===== src/rtl/rcfc_pkg.sv =====
package rcfc_pkg;

  // ----------------------------------------------------------------
  // Timing
  // ----------------------------------------------------------------
  localparam int unsigned CLK_HZ          = 10_000_000;
  localparam int unsigned ARM_TIMEOUT_S   = 5;
  localparam int unsigned STEP_TIMEOUT_S  = 20;
  localparam int unsigned DEBOUNCE_MS     = 20;
  localparam int unsigned DOUBLE_GAP_MS   = 500;
  localparam int unsigned ARM_TIMEOUT_CYC  = ARM_TIMEOUT_S * CLK_HZ;
  localparam int unsigned STEP_TIMEOUT_CYC = STEP_TIMEOUT_S * CLK_HZ;
  localparam int unsigned DEBOUNCE_CYC     = DEBOUNCE_MS * (CLK_HZ / 1000);
  localparam int unsigned DOUBLE_GAP_CYC   = DOUBLE_GAP_MS * (CLK_HZ / 1000);
  localparam int unsigned TMR_W            = 28;
  localparam int unsigned DB_W             = 20;

  // ----------------------------------------------------------------
  // Display and fault codes
  // ----------------------------------------------------------------
  localparam logic [3:0] DISP_NORMAL = 4'h0;
  localparam logic [3:0] DISP_CAL    = 4'h1;
  localparam logic [3:0] DISP_SET1   = 4'h2;
  localparam logic [3:0] DISP_SET2   = 4'h3;
  localparam logic [3:0] DISP_RPM    = 4'h4;
  localparam logic [3:0] FAULT_NONE     = 4'h0;
  localparam logic [3:0] FAULT_NO_RPM   = 4'h3;
  localparam logic [3:0] FAULT_NO_PRESS = 4'h7;

  localparam logic [15:0] RPM_STEP  = 16'h0001;
  localparam logic [15:0] TRIM_ZERO = 16'h0000;

  // ----------------------------------------------------------------
  // Types
  // ----------------------------------------------------------------
  typedef struct packed {
    logic idle;
    logic preset;
    logic increase;
    logic decrease;
    logic mode;
    logic rpm;
  } rcfc_btn_t;

  typedef enum logic [2:0] {
    SPD_HOLD,
    SPD_IDLE,
    SPD_CAL1,
    SPD_CAL2,
    SPD_HIGH_IDLE
  } rcfc_speed_t;

  typedef struct packed {
    logic [3:0]  code;
    logic        flash;
    logic        pressMode;
    logic        rpmMode;
    logic        highIdleLamp;
  } rcfc_panel_t;

endpackage


===== src/rtl/rcfc_debounce.sv =====
`timescale 1ns/100ps
`default_nettype none

module rcfc_debounce
#(
  parameter int unsigned DEBOUNCE_CYC = rcfc_pkg::DEBOUNCE_CYC
)
(
  input  wire logic clk,
  input  wire logic sys_rst,
  input  wire logic rawIn,
  output logic      pressPulse
);

  logic                       sync1_q;
  logic                       sync2_q;
  logic                       stable_q;
  logic [rcfc_pkg::DB_W-1:0]  cnt_q;
  logic                       differ;
  logic                       settled;

  assign differ  = sync2_q != stable_q;
  assign settled = cnt_q == rcfc_pkg::DB_W'(DEBOUNCE_CYC - 1);

  always_ff @(posedge clk or posedge sys_rst)
  begin
    if (sys_rst)
    begin
      sync1_q    <= 1'b0;
      sync2_q    <= 1'b0;
      stable_q   <= 1'b0;
      cnt_q      <= '0;
      pressPulse <= 1'b0;
    end
    else
    begin
      sync1_q    <= rawIn;
      sync2_q    <= sync1_q;
      pressPulse <= 1'b0;
      if (!differ)
        cnt_q <= '0;
      else if (settled)
      begin
        cnt_q      <= '0;
        stable_q   <= sync2_q;
        pressPulse <= sync2_q;
      end
      else
        cnt_q <= cnt_q + 1'b1;
    end
  end

endmodule
`default_nettype wire


===== src/rtl/rcfc_sequencer.sv =====
// Functional notes
// RPM button selects RPM mode, red lamp
// Double idle press arms, CAL flashes (code arms only while RPM mode is selected)
// Second double press confirms, CAL steady
// Five seconds without confirm abandons calibration (code restarts the five seconds on a press of any button)
// First preset drives speed one, Set1
// Next preset shows RPM, buttons trim
// Twenty seconds without press exits calibration
// Preset after point one drives speed two
// Next preset shows RPM, buttons trim
// Final preset ends, keeps trims, idles
// High idle switch lights lamp, pot speed
// Missing RPM data gives fault E3
// Pressure not reaching set gives E7
// Mode button toggles pressure and RPM (code ignores the mode button whenever state_d is not S_NORMAL)
// Buttons synchronised, debounced, one press each
// Double press only within bounded gap
`timescale 1ns/100ps
`default_nettype none

module rcfc_sequencer
#(
  parameter int unsigned DEBOUNCE_CYC     = rcfc_pkg::DEBOUNCE_CYC,
  parameter int unsigned DOUBLE_GAP_CYC   = rcfc_pkg::DOUBLE_GAP_CYC,
  parameter int unsigned ARM_TIMEOUT_CYC  = rcfc_pkg::ARM_TIMEOUT_CYC,
  parameter int unsigned STEP_TIMEOUT_CYC = rcfc_pkg::STEP_TIMEOUT_CYC
)
(
  input  wire logic               clk,
  input  wire logic               sys_rst,
  input  wire rcfc_pkg::rcfc_btn_t btnRaw,
  input  wire logic               highIdleSw,
  input  wire logic [15:0]        highIdlePot,
  input  wire logic               rpmDataSeen,
  input  wire logic               pressLow,
  output rcfc_pkg::rcfc_panel_t   panel_q,
  output rcfc_pkg::rcfc_speed_t   speedCmd_q,
  output logic [15:0]             speedTarget_q,
  output logic [15:0]             trim1_q,
  output logic [15:0]             trim2_q,
  output logic [3:0]              faultCode_q
);

  // ----------------------------------------------------------------
  // Button press events
  // ----------------------------------------------------------------
  logic [5:0] btnVec;
  logic [5:0] pressVec;
  assign btnVec = btnRaw;

  genvar gi;
  generate
    for (gi = 0; gi < 6; gi++)
    begin : g_db
      rcfc_debounce #(.DEBOUNCE_CYC (DEBOUNCE_CYC)) u_db
      (
        .clk        (clk),
        .sys_rst    (sys_rst),
        .rawIn      (btnVec[gi]),
        .pressPulse (pressVec[gi])
      );
    end
  endgenerate

  rcfc_pkg::rcfc_btn_t press;
  assign press = pressVec;

  logic hiSync1_q;
  logic hiSync2_q;
  logic rpmSync1_q;
  logic rpmSync2_q;
  logic plSync1_q;
  logic plSync2_q;
  // Pot word is resampled every cycle, so a torn sample lasts one cycle
  logic [15:0] potSync1_q;
  logic [15:0] potSync2_q;

  // ----------------------------------------------------------------
  // Double press detection on idle
  // ----------------------------------------------------------------
  logic                        idlePend_q;
  logic [rcfc_pkg::TMR_W-1:0]  gap_q;
  logic                        gapExpired;
  logic                        idleDouble;
  assign gapExpired = gap_q == rcfc_pkg::TMR_W'(DOUBLE_GAP_CYC - 1);
  assign idleDouble = press.idle && idlePend_q;

  // ----------------------------------------------------------------
  // Sequencer
  // ----------------------------------------------------------------
  typedef enum logic [2:0] {
    S_NORMAL,
    S_ARMED,
    S_CAL,
    S_P1_SET,
    S_P1_ADJ,
    S_P2_SET,
    S_P2_ADJ
  } rcfc_state_t;

  rcfc_state_t                state_q;
  rcfc_state_t                state_d;
  logic                       rpmMode_q;
  logic [rcfc_pkg::TMR_W-1:0] tmr_q;
  logic                       anyPress;
  logic                       inSteps;
  logic                       armTimeout;
  logic                       stepTimeout;
  logic                       adjP1;
  logic                       adjP2;
  logic [15:0]                trimDelta;

  assign anyPress    = |pressVec;
  assign inSteps     = state_q != S_NORMAL && state_q != S_ARMED;
  assign armTimeout  = state_q == S_ARMED
                       && tmr_q == rcfc_pkg::TMR_W'(ARM_TIMEOUT_CYC - 1);
  assign stepTimeout = inSteps
                       && tmr_q == rcfc_pkg::TMR_W'(STEP_TIMEOUT_CYC - 1);
  assign adjP1       = state_q == S_P1_ADJ;
  assign adjP2       = state_q == S_P2_ADJ;
  assign trimDelta   = press.increase ? rcfc_pkg::RPM_STEP
                     : press.decrease ? -rcfc_pkg::RPM_STEP : rcfc_pkg::TRIM_ZERO;

  always_comb
  begin
    state_d = state_q;
    case (state_q)
      S_NORMAL:
        if (idleDouble && rpmMode_q)
          state_d = S_ARMED;
      S_ARMED:
        if (armTimeout)
          state_d = S_NORMAL;
        else if (idleDouble)
          state_d = S_CAL;
      S_CAL:
        if (press.preset)
          state_d = S_P1_SET;
      S_P1_SET:
        if (press.preset)
          state_d = S_P1_ADJ;
      S_P1_ADJ:
        if (press.preset)
          state_d = S_P2_SET;
      S_P2_SET:
        if (press.preset)
          state_d = S_P2_ADJ;
      S_P2_ADJ:
        if (press.preset)
          state_d = S_NORMAL;
      default:
        state_d = S_NORMAL;
    endcase
    if (stepTimeout)
      state_d = S_NORMAL;
  end

  // ----------------------------------------------------------------
  // Panel decode
  // ----------------------------------------------------------------
  logic [3:0]            dispCode;
  rcfc_pkg::rcfc_speed_t speedSel;
  logic                  nextRpmMode;
  logic                  calActive;

  assign calActive   = state_d != S_NORMAL;
  assign nextRpmMode = press.rpm ? 1'b1
                     : (press.mode && !calActive) ? !rpmMode_q
                     : rpmMode_q;
  always_comb
  begin
    case (state_d)
      S_ARMED, S_CAL: dispCode = rcfc_pkg::DISP_CAL;
      S_P1_SET:       dispCode = rcfc_pkg::DISP_SET1;
      S_P2_SET:       dispCode = rcfc_pkg::DISP_SET2;
      S_P1_ADJ,
      S_P2_ADJ:       dispCode = rcfc_pkg::DISP_RPM;
      default:        dispCode = rcfc_pkg::DISP_NORMAL;
    endcase
  end

  // Calibration owns the engine; high idle only applies outside it
  always_comb
  begin
    case (state_d)
      S_P1_SET, S_P1_ADJ: speedSel = rcfc_pkg::SPD_CAL1;
      S_P2_SET, S_P2_ADJ: speedSel = rcfc_pkg::SPD_CAL2;
      S_ARMED, S_CAL:     speedSel = rcfc_pkg::SPD_HOLD;
      default:
        speedSel = hiSync2_q ? rcfc_pkg::SPD_HIGH_IDLE
                 : (state_q == S_P2_ADJ) ? rcfc_pkg::SPD_IDLE
                 : (inSteps || speedCmd_q == rcfc_pkg::SPD_HIGH_IDLE)
                 ? rcfc_pkg::SPD_IDLE : speedCmd_q;
    endcase
  end

  logic [3:0] faultNext;
  assign faultNext = !rpmSync2_q ? rcfc_pkg::FAULT_NO_RPM
                   : plSync2_q   ? rcfc_pkg::FAULT_NO_PRESS
                   : rcfc_pkg::FAULT_NONE;

  // ----------------------------------------------------------------
  // Registers
  // ----------------------------------------------------------------
  always_ff @(posedge clk or posedge sys_rst)
  begin
    if (sys_rst)
    begin
      hiSync1_q  <= 1'b0;
      hiSync2_q  <= 1'b0;
      rpmSync1_q <= 1'b1;
      rpmSync2_q <= 1'b1;
      plSync1_q  <= 1'b0;
      plSync2_q  <= 1'b0;
      potSync1_q <= '0;
      potSync2_q <= '0;
    end
    else
    begin
      hiSync1_q  <= highIdleSw;
      hiSync2_q  <= hiSync1_q;
      rpmSync1_q <= rpmDataSeen;
      rpmSync2_q <= rpmSync1_q;
      plSync1_q  <= pressLow;
      plSync2_q  <= plSync1_q;
      potSync1_q <= highIdlePot;
      potSync2_q <= potSync1_q;
    end
  end

  // A lone idle press is dropped once the gap runs out
  always_ff @(posedge clk or posedge sys_rst)
  begin
    if (sys_rst)
    begin
      idlePend_q <= 1'b0;
      gap_q      <= '0;
    end
    else if (press.idle)
    begin
      idlePend_q <= !idlePend_q;
      gap_q      <= '0;
    end
    else if (idlePend_q)
    begin
      idlePend_q <= !gapExpired;
      gap_q      <= gap_q + 1'b1;
    end
  end

  // Any press restarts the timeout; confirmation waits are press driven
  always_ff @(posedge clk or posedge sys_rst)
  begin
    if (sys_rst)
      tmr_q <= '0;
    else if (state_d != state_q || anyPress)
      tmr_q <= '0;
    else if (state_q != S_NORMAL)
      tmr_q <= tmr_q + 1'b1;
  end

  always_ff @(posedge clk or posedge sys_rst)
  begin
    if (sys_rst)
    begin
      state_q       <= S_NORMAL;
      rpmMode_q     <= 1'b0;
      panel_q       <= '0;
      speedCmd_q    <= rcfc_pkg::SPD_HOLD;
      speedTarget_q <= '0;
      trim1_q       <= '0;
      trim2_q       <= '0;
      faultCode_q   <= rcfc_pkg::FAULT_NONE;
    end
    else
    begin
      state_q                <= state_d;
      rpmMode_q              <= nextRpmMode;
      panel_q.code           <= dispCode;
      panel_q.flash          <= state_d == S_ARMED;
      panel_q.rpmMode        <= nextRpmMode;
      panel_q.pressMode      <= !nextRpmMode;
      panel_q.highIdleLamp   <= hiSync2_q;
      speedCmd_q             <= speedSel;
      speedTarget_q          <= hiSync2_q ? potSync2_q : speedTarget_q;
      faultCode_q            <= faultNext;
      if (adjP1)
        trim1_q <= trim1_q + trimDelta;
      if (adjP2)
        trim2_q <= trim2_q + trimDelta;
    end
  end

endmodule
`default_nettype wire


===== config.mk =====
export PLATFORM = sky130hd
export DESIGN_NAME = rcfc_sequencer
export DESIGN_NICKNAME = d
export VERILOG_FILES = /design/src/rtl/rcfc_pkg.sv /design/src/rtl/rcfc_debounce.sv /design/src/rtl/rcfc_sequencer.sv
export SDC_FILE = /design/constraint.sdc
export NUM_CORES = 1
export LEC_CHECK = 0
export BUFFER_PORTS_ARGS = -buffer_cell sky130_fd_sc_hd__buf_2
export CORE_UTILIZATION = 61
export DETAILED_ROUTE_END_ITERATION = 8
export PLACE_DENSITY = 0.78
export SYNTH_ARGS = -nofsm -noshare
export SYNTH_HDL_FRONTEND = slang
export SYNTH_SLANG_ARGS = --single-unit

===== constraint.sdc =====
create_clock -name clk -period 10.2 [get_ports clk]
set_input_delay 0.51 -clock clk [delete_from_list [all_inputs] [get_ports clk]]
set_output_delay 0.51 -clock clk [all_outputs]
set_load 0.05 [all_outputs]

==> flow_summary_export.csv <==
group,metric,value,unit
outcome,status,"finished clean",
route,totalWireLength,25900,µm
floorplan,die_w,154,µm
critical_path,criticalPathCategory,"reg -> reg",
critical_path,worst_path_max_delay_cell,"inv_1",
critical_path,cp.required,10.66,ns
power,vdd_drop_max,0.147,mV
yosys,yosys_warnings,0,
route,first_iter_violations,508,
critical_path,end_kind,"flop",
timing,slew_violations,0,
critical_path,crit_family,"compound AO/OA/AOI/OAI gates",
yosys,yosys.area.top_type,"dfrtp_1",
route,drc,0,
yosys,syn_area_per_cell,10.4,µm²
timing,rsz0062_at_grt,"no",
global_route,grt_pass1_wl,45200,µm
yosys,synth_seq_cells,302,
floorplan,fp.dieH,154,µm
clock_tree,cts_root_buffer,"clkbuf_16",
critical_path,cp_num_buf_inv,1,
route,drt_first_pass_iters,5,
route,routed-via-count,9884,
cells_and_area,n_fill_cell,1613,
timing,min_period,4.04,ns
clock_tree,clockBufferDepth,3,
clock_tree,htree_levels,1,
cells_and_area,multi_input_area,0.00620,mm²
clock_tree,cts_tree,"yes",
yosys,synthTopCellsByArea,"dfrtp_1, xor2_1, nor2_1",
global_route,grt_antenna_before_repair,0,
global_route,overflow,0,
critical_path,cp_cell_sequence,"nand2b_1, inv_1, ha_1, a211oi_1, o21ai_0, a2111oi_2, o31ai_1, o31ai_2, nor3_1, a211oi_1, xnor2_1",
critical_path,r2r-start,"g_db[3].u_db.pressPulse",
global_route,grt.total_usage,22.8,%
global_route,grt_max_degree,205,
clock_tree,cts_setup_buffers,0,
cells_and_area,drive_above_1_share,13.9,%
power,p_per_area,166,mW/mm²
cells_and_area,area.sequential,0.00756,mm²
timing,final.setup.tns,0,ns
clock_tree,cts_num_sinks,302,
cells_and_area,layout.nets,1507,
cells_and_area,antenna_cells,0,
clock_tree,cts_hold_buf,0,
timing,finalCritPeriodShare,39.6,%
timing,setup_violations,0,
critical_path,cp.arrival,4.50,ns
yosys,yosysUniqueCellTypes,78,
timing,relSlewSlack,19.1,%
clock_tree,clk_latency,0.55,ns
yosys,synth_edf_count,0,
yosys,synthFlopType,"dfrtp_1",
timing,hold_violations,0,
route,viasPerCell,5.65,
cells_and_area,syn2layout_area_growth,13.2,%
yosys,synth_top_cell_area_share,53.5,%
floorplan,start_util,62.2,%
timing,hold_slack,0.0559,ns
yosys,synth-seq-area-share,53.8,%
yosys,synthCells,1348,
yosys,synthArstFlopShare,100,%
global_route,grt_pass1_vias,9776,
timing,finalClockSkew,0.0111,ns
critical_path,cp-start-kind,"flop",
job,cap_viol_max_count,0,
min_path,hold_path.class,"in -> async",
floorplan,die_area,0.0236,mm²
floorplan,ios,90,
critical_path,cp_max_fo,30,
yosys,synth_area,0.0140,mm²
critical_path,crit_path_max_incr_delay,0.85,ns
floorplan,core_area,0.0226,mm²
route,ant_nets,0,
timing,tightest_slew,1.21,ns
clock_tree,cts_inserted_buffers,31,
placement,hpwlAfterDp,16700,µm
clock_tree,clk_pin_slew,0.07,ns
placement,io_buffer_count,87,
critical_path,crit_path_start,"g_db[3].u_db.pressPulse",
critical_path,crit_top_cell,"a211oi_1",
power,p_leak,0.00744,µW
placement,gp_congestion,0.904,
clock_tree,cts.repair.resized,0,
route,wl_per_cell,14.8,µm
floorplan,fp-row-count,55,
timing,max_freq,248,MHz
metrics by stage:
| stage | std cells | utilization [%] | worst slack (ns) | instance area (µm²) | total power, µW |
|---|---|---|---|---|---|
| floorplan | 1349 | - | 1.35 | 14000 | 1330 |
| global placement | 1692 | 65.1 | 6.38 | 14700 | 1350 |
| detailed placement | 1692 | 65.1 | 6.25 | 14700 | 1350 |
| CTS | 1748 | 70.4 | 6.19 | 15900 | 2660 |
| global route | 1748 | 70.4 | 5.82 | 15900 | 2720 |
| finish | 1748 | 70.4 | 6.16 | 15900 | 2630 |
report_power, final:
group | switching [µW] | internal [µW]
clock network | 468 | 836
registers | 15.4 | 1220
logic | 70.2 | 22.7
per-layer routing:
layer | up-vias | share of wire, % | GRT usage (%)
met5 | - | 0 | 0
met4 | 0 | 1.5 | 6.24
met2 | 206 | 47 | 37.7
met3 | 38 | 4.4 | 3.47
li1 | 4811 | - | -
met1 | 4829 | 47 | 31.8
cell families after synthesis:
logic type | Yosys count | synth area share (%)
AOI/OAI and AO/OA | 126 | 5.71
xor gates and xnor gates | 183 | 11.5
DFF | 302 | 53.8
adders and majority gates | 40 | 3.67
buffers and inverters | 61 | 2.06
muxes | 30 | 2.39
other | 1 | 0.0267
and+or+nand+nor | 605 | 20.8
registers in the layout, indices dropped and copies added (netlist names), 2 cells and up:
register              flops
trim1_q                  16
tmr_q                    28
state_q                   3
gap_q                    28
g_db.u_db.stable_q        6
g_db.u_db.sync2_q         6
potSync1_q               16
faultCode_q               2
g_db.u_db.sync1_q         6
trim2_q                  16
g_db.u_db.cnt_q         120
panel_q                   6
potSync2_q               16
speedCmd_q                3
g_db.u_db.pressPulse      6
speedTarget_q            16
path summary, 6_finish.rpt:
check / end / slack (ns) / cells after the start
min: tmr_q[26] / 0.06 / 2
max reg2reg: trim2_q[15] / 6.16 / 11
min reg2reg: plSync2_q / 0.35 / 0
max: trim2_q[15] / 6.16 / 11
min in group clk: rpmSync1_q / 0.06 / 1
max in group asynchronous: rpmMode_q / 8.55 / 3
cell type report:
cell class	instances	share of cell area, %
clock inverters	20	2.29
flip-flops and latches	302	47.6
clock buffers	36	5.25
repair buffers	88	2.87
inverters	31	0.780
well taps	285	2.24
multi-input cells	986	39.0
cell usage after synthesis, drive strengths merged, types with 8 or more instances:
| master | n |
|---|---|
| dfrtp | 300 |
| xor2 | 103 |
| buf | 8 |
| nand2 | 100 |
| inv | 31 |
| and3 | 41 |
| clkbuf | 22 |
| and2 | 8 |
| nand4 | 41 |
| o21ai | 50 |
| nor4 | 17 |
| a21oi | 31 |
| mux2 | 28 |
| nor3 | 27 |
| or3 | 18 |
| nand3 | 76 |
| nor2 | 232 |
| ha | 38 |
| xnor2 | 80 |
placed cells by master, fill, tap and decap left out, drive strengths merged, types with 5 or more instances in the layout:
| cell | synthesis | final |
|---|---|---|
| dfrtp | 300 | 300 |
| nor2 | 232 | 232 |
| xor2 | 103 | 103 |
| nand2 | 100 | 100 |
| buf | 8 | 88 |
| xnor2 | 80 | 80 |
| nand3 | 76 | 76 |
| o21ai | 50 | 50 |
| nand4 | 41 | 41 |
| and3 | 41 | 41 |
| ha | 38 | 38 |
| clkbuf | 22 | 36 |
| a21oi | 31 | 31 |
| inv | 31 | 31 |
| mux2 | 28 | 28 |
| nor3 | 27 | 27 |
| or3 | 18 | 18 |
| nor4 | 17 | 17 |
| bufinv | 0 | 10 |
| and2 | 8 | 8 |
| nor4b | 7 | 7 |
| or2 | 7 | 7 |
| a211oi | 6 | 6 |
| nor3b | 6 | 6 |
| o31ai | 6 | 6 |
| clkinv | 0 | 6 |
| a21o | 5 | 5 |
Note: power is estimated with default switching activity, not from simulation.
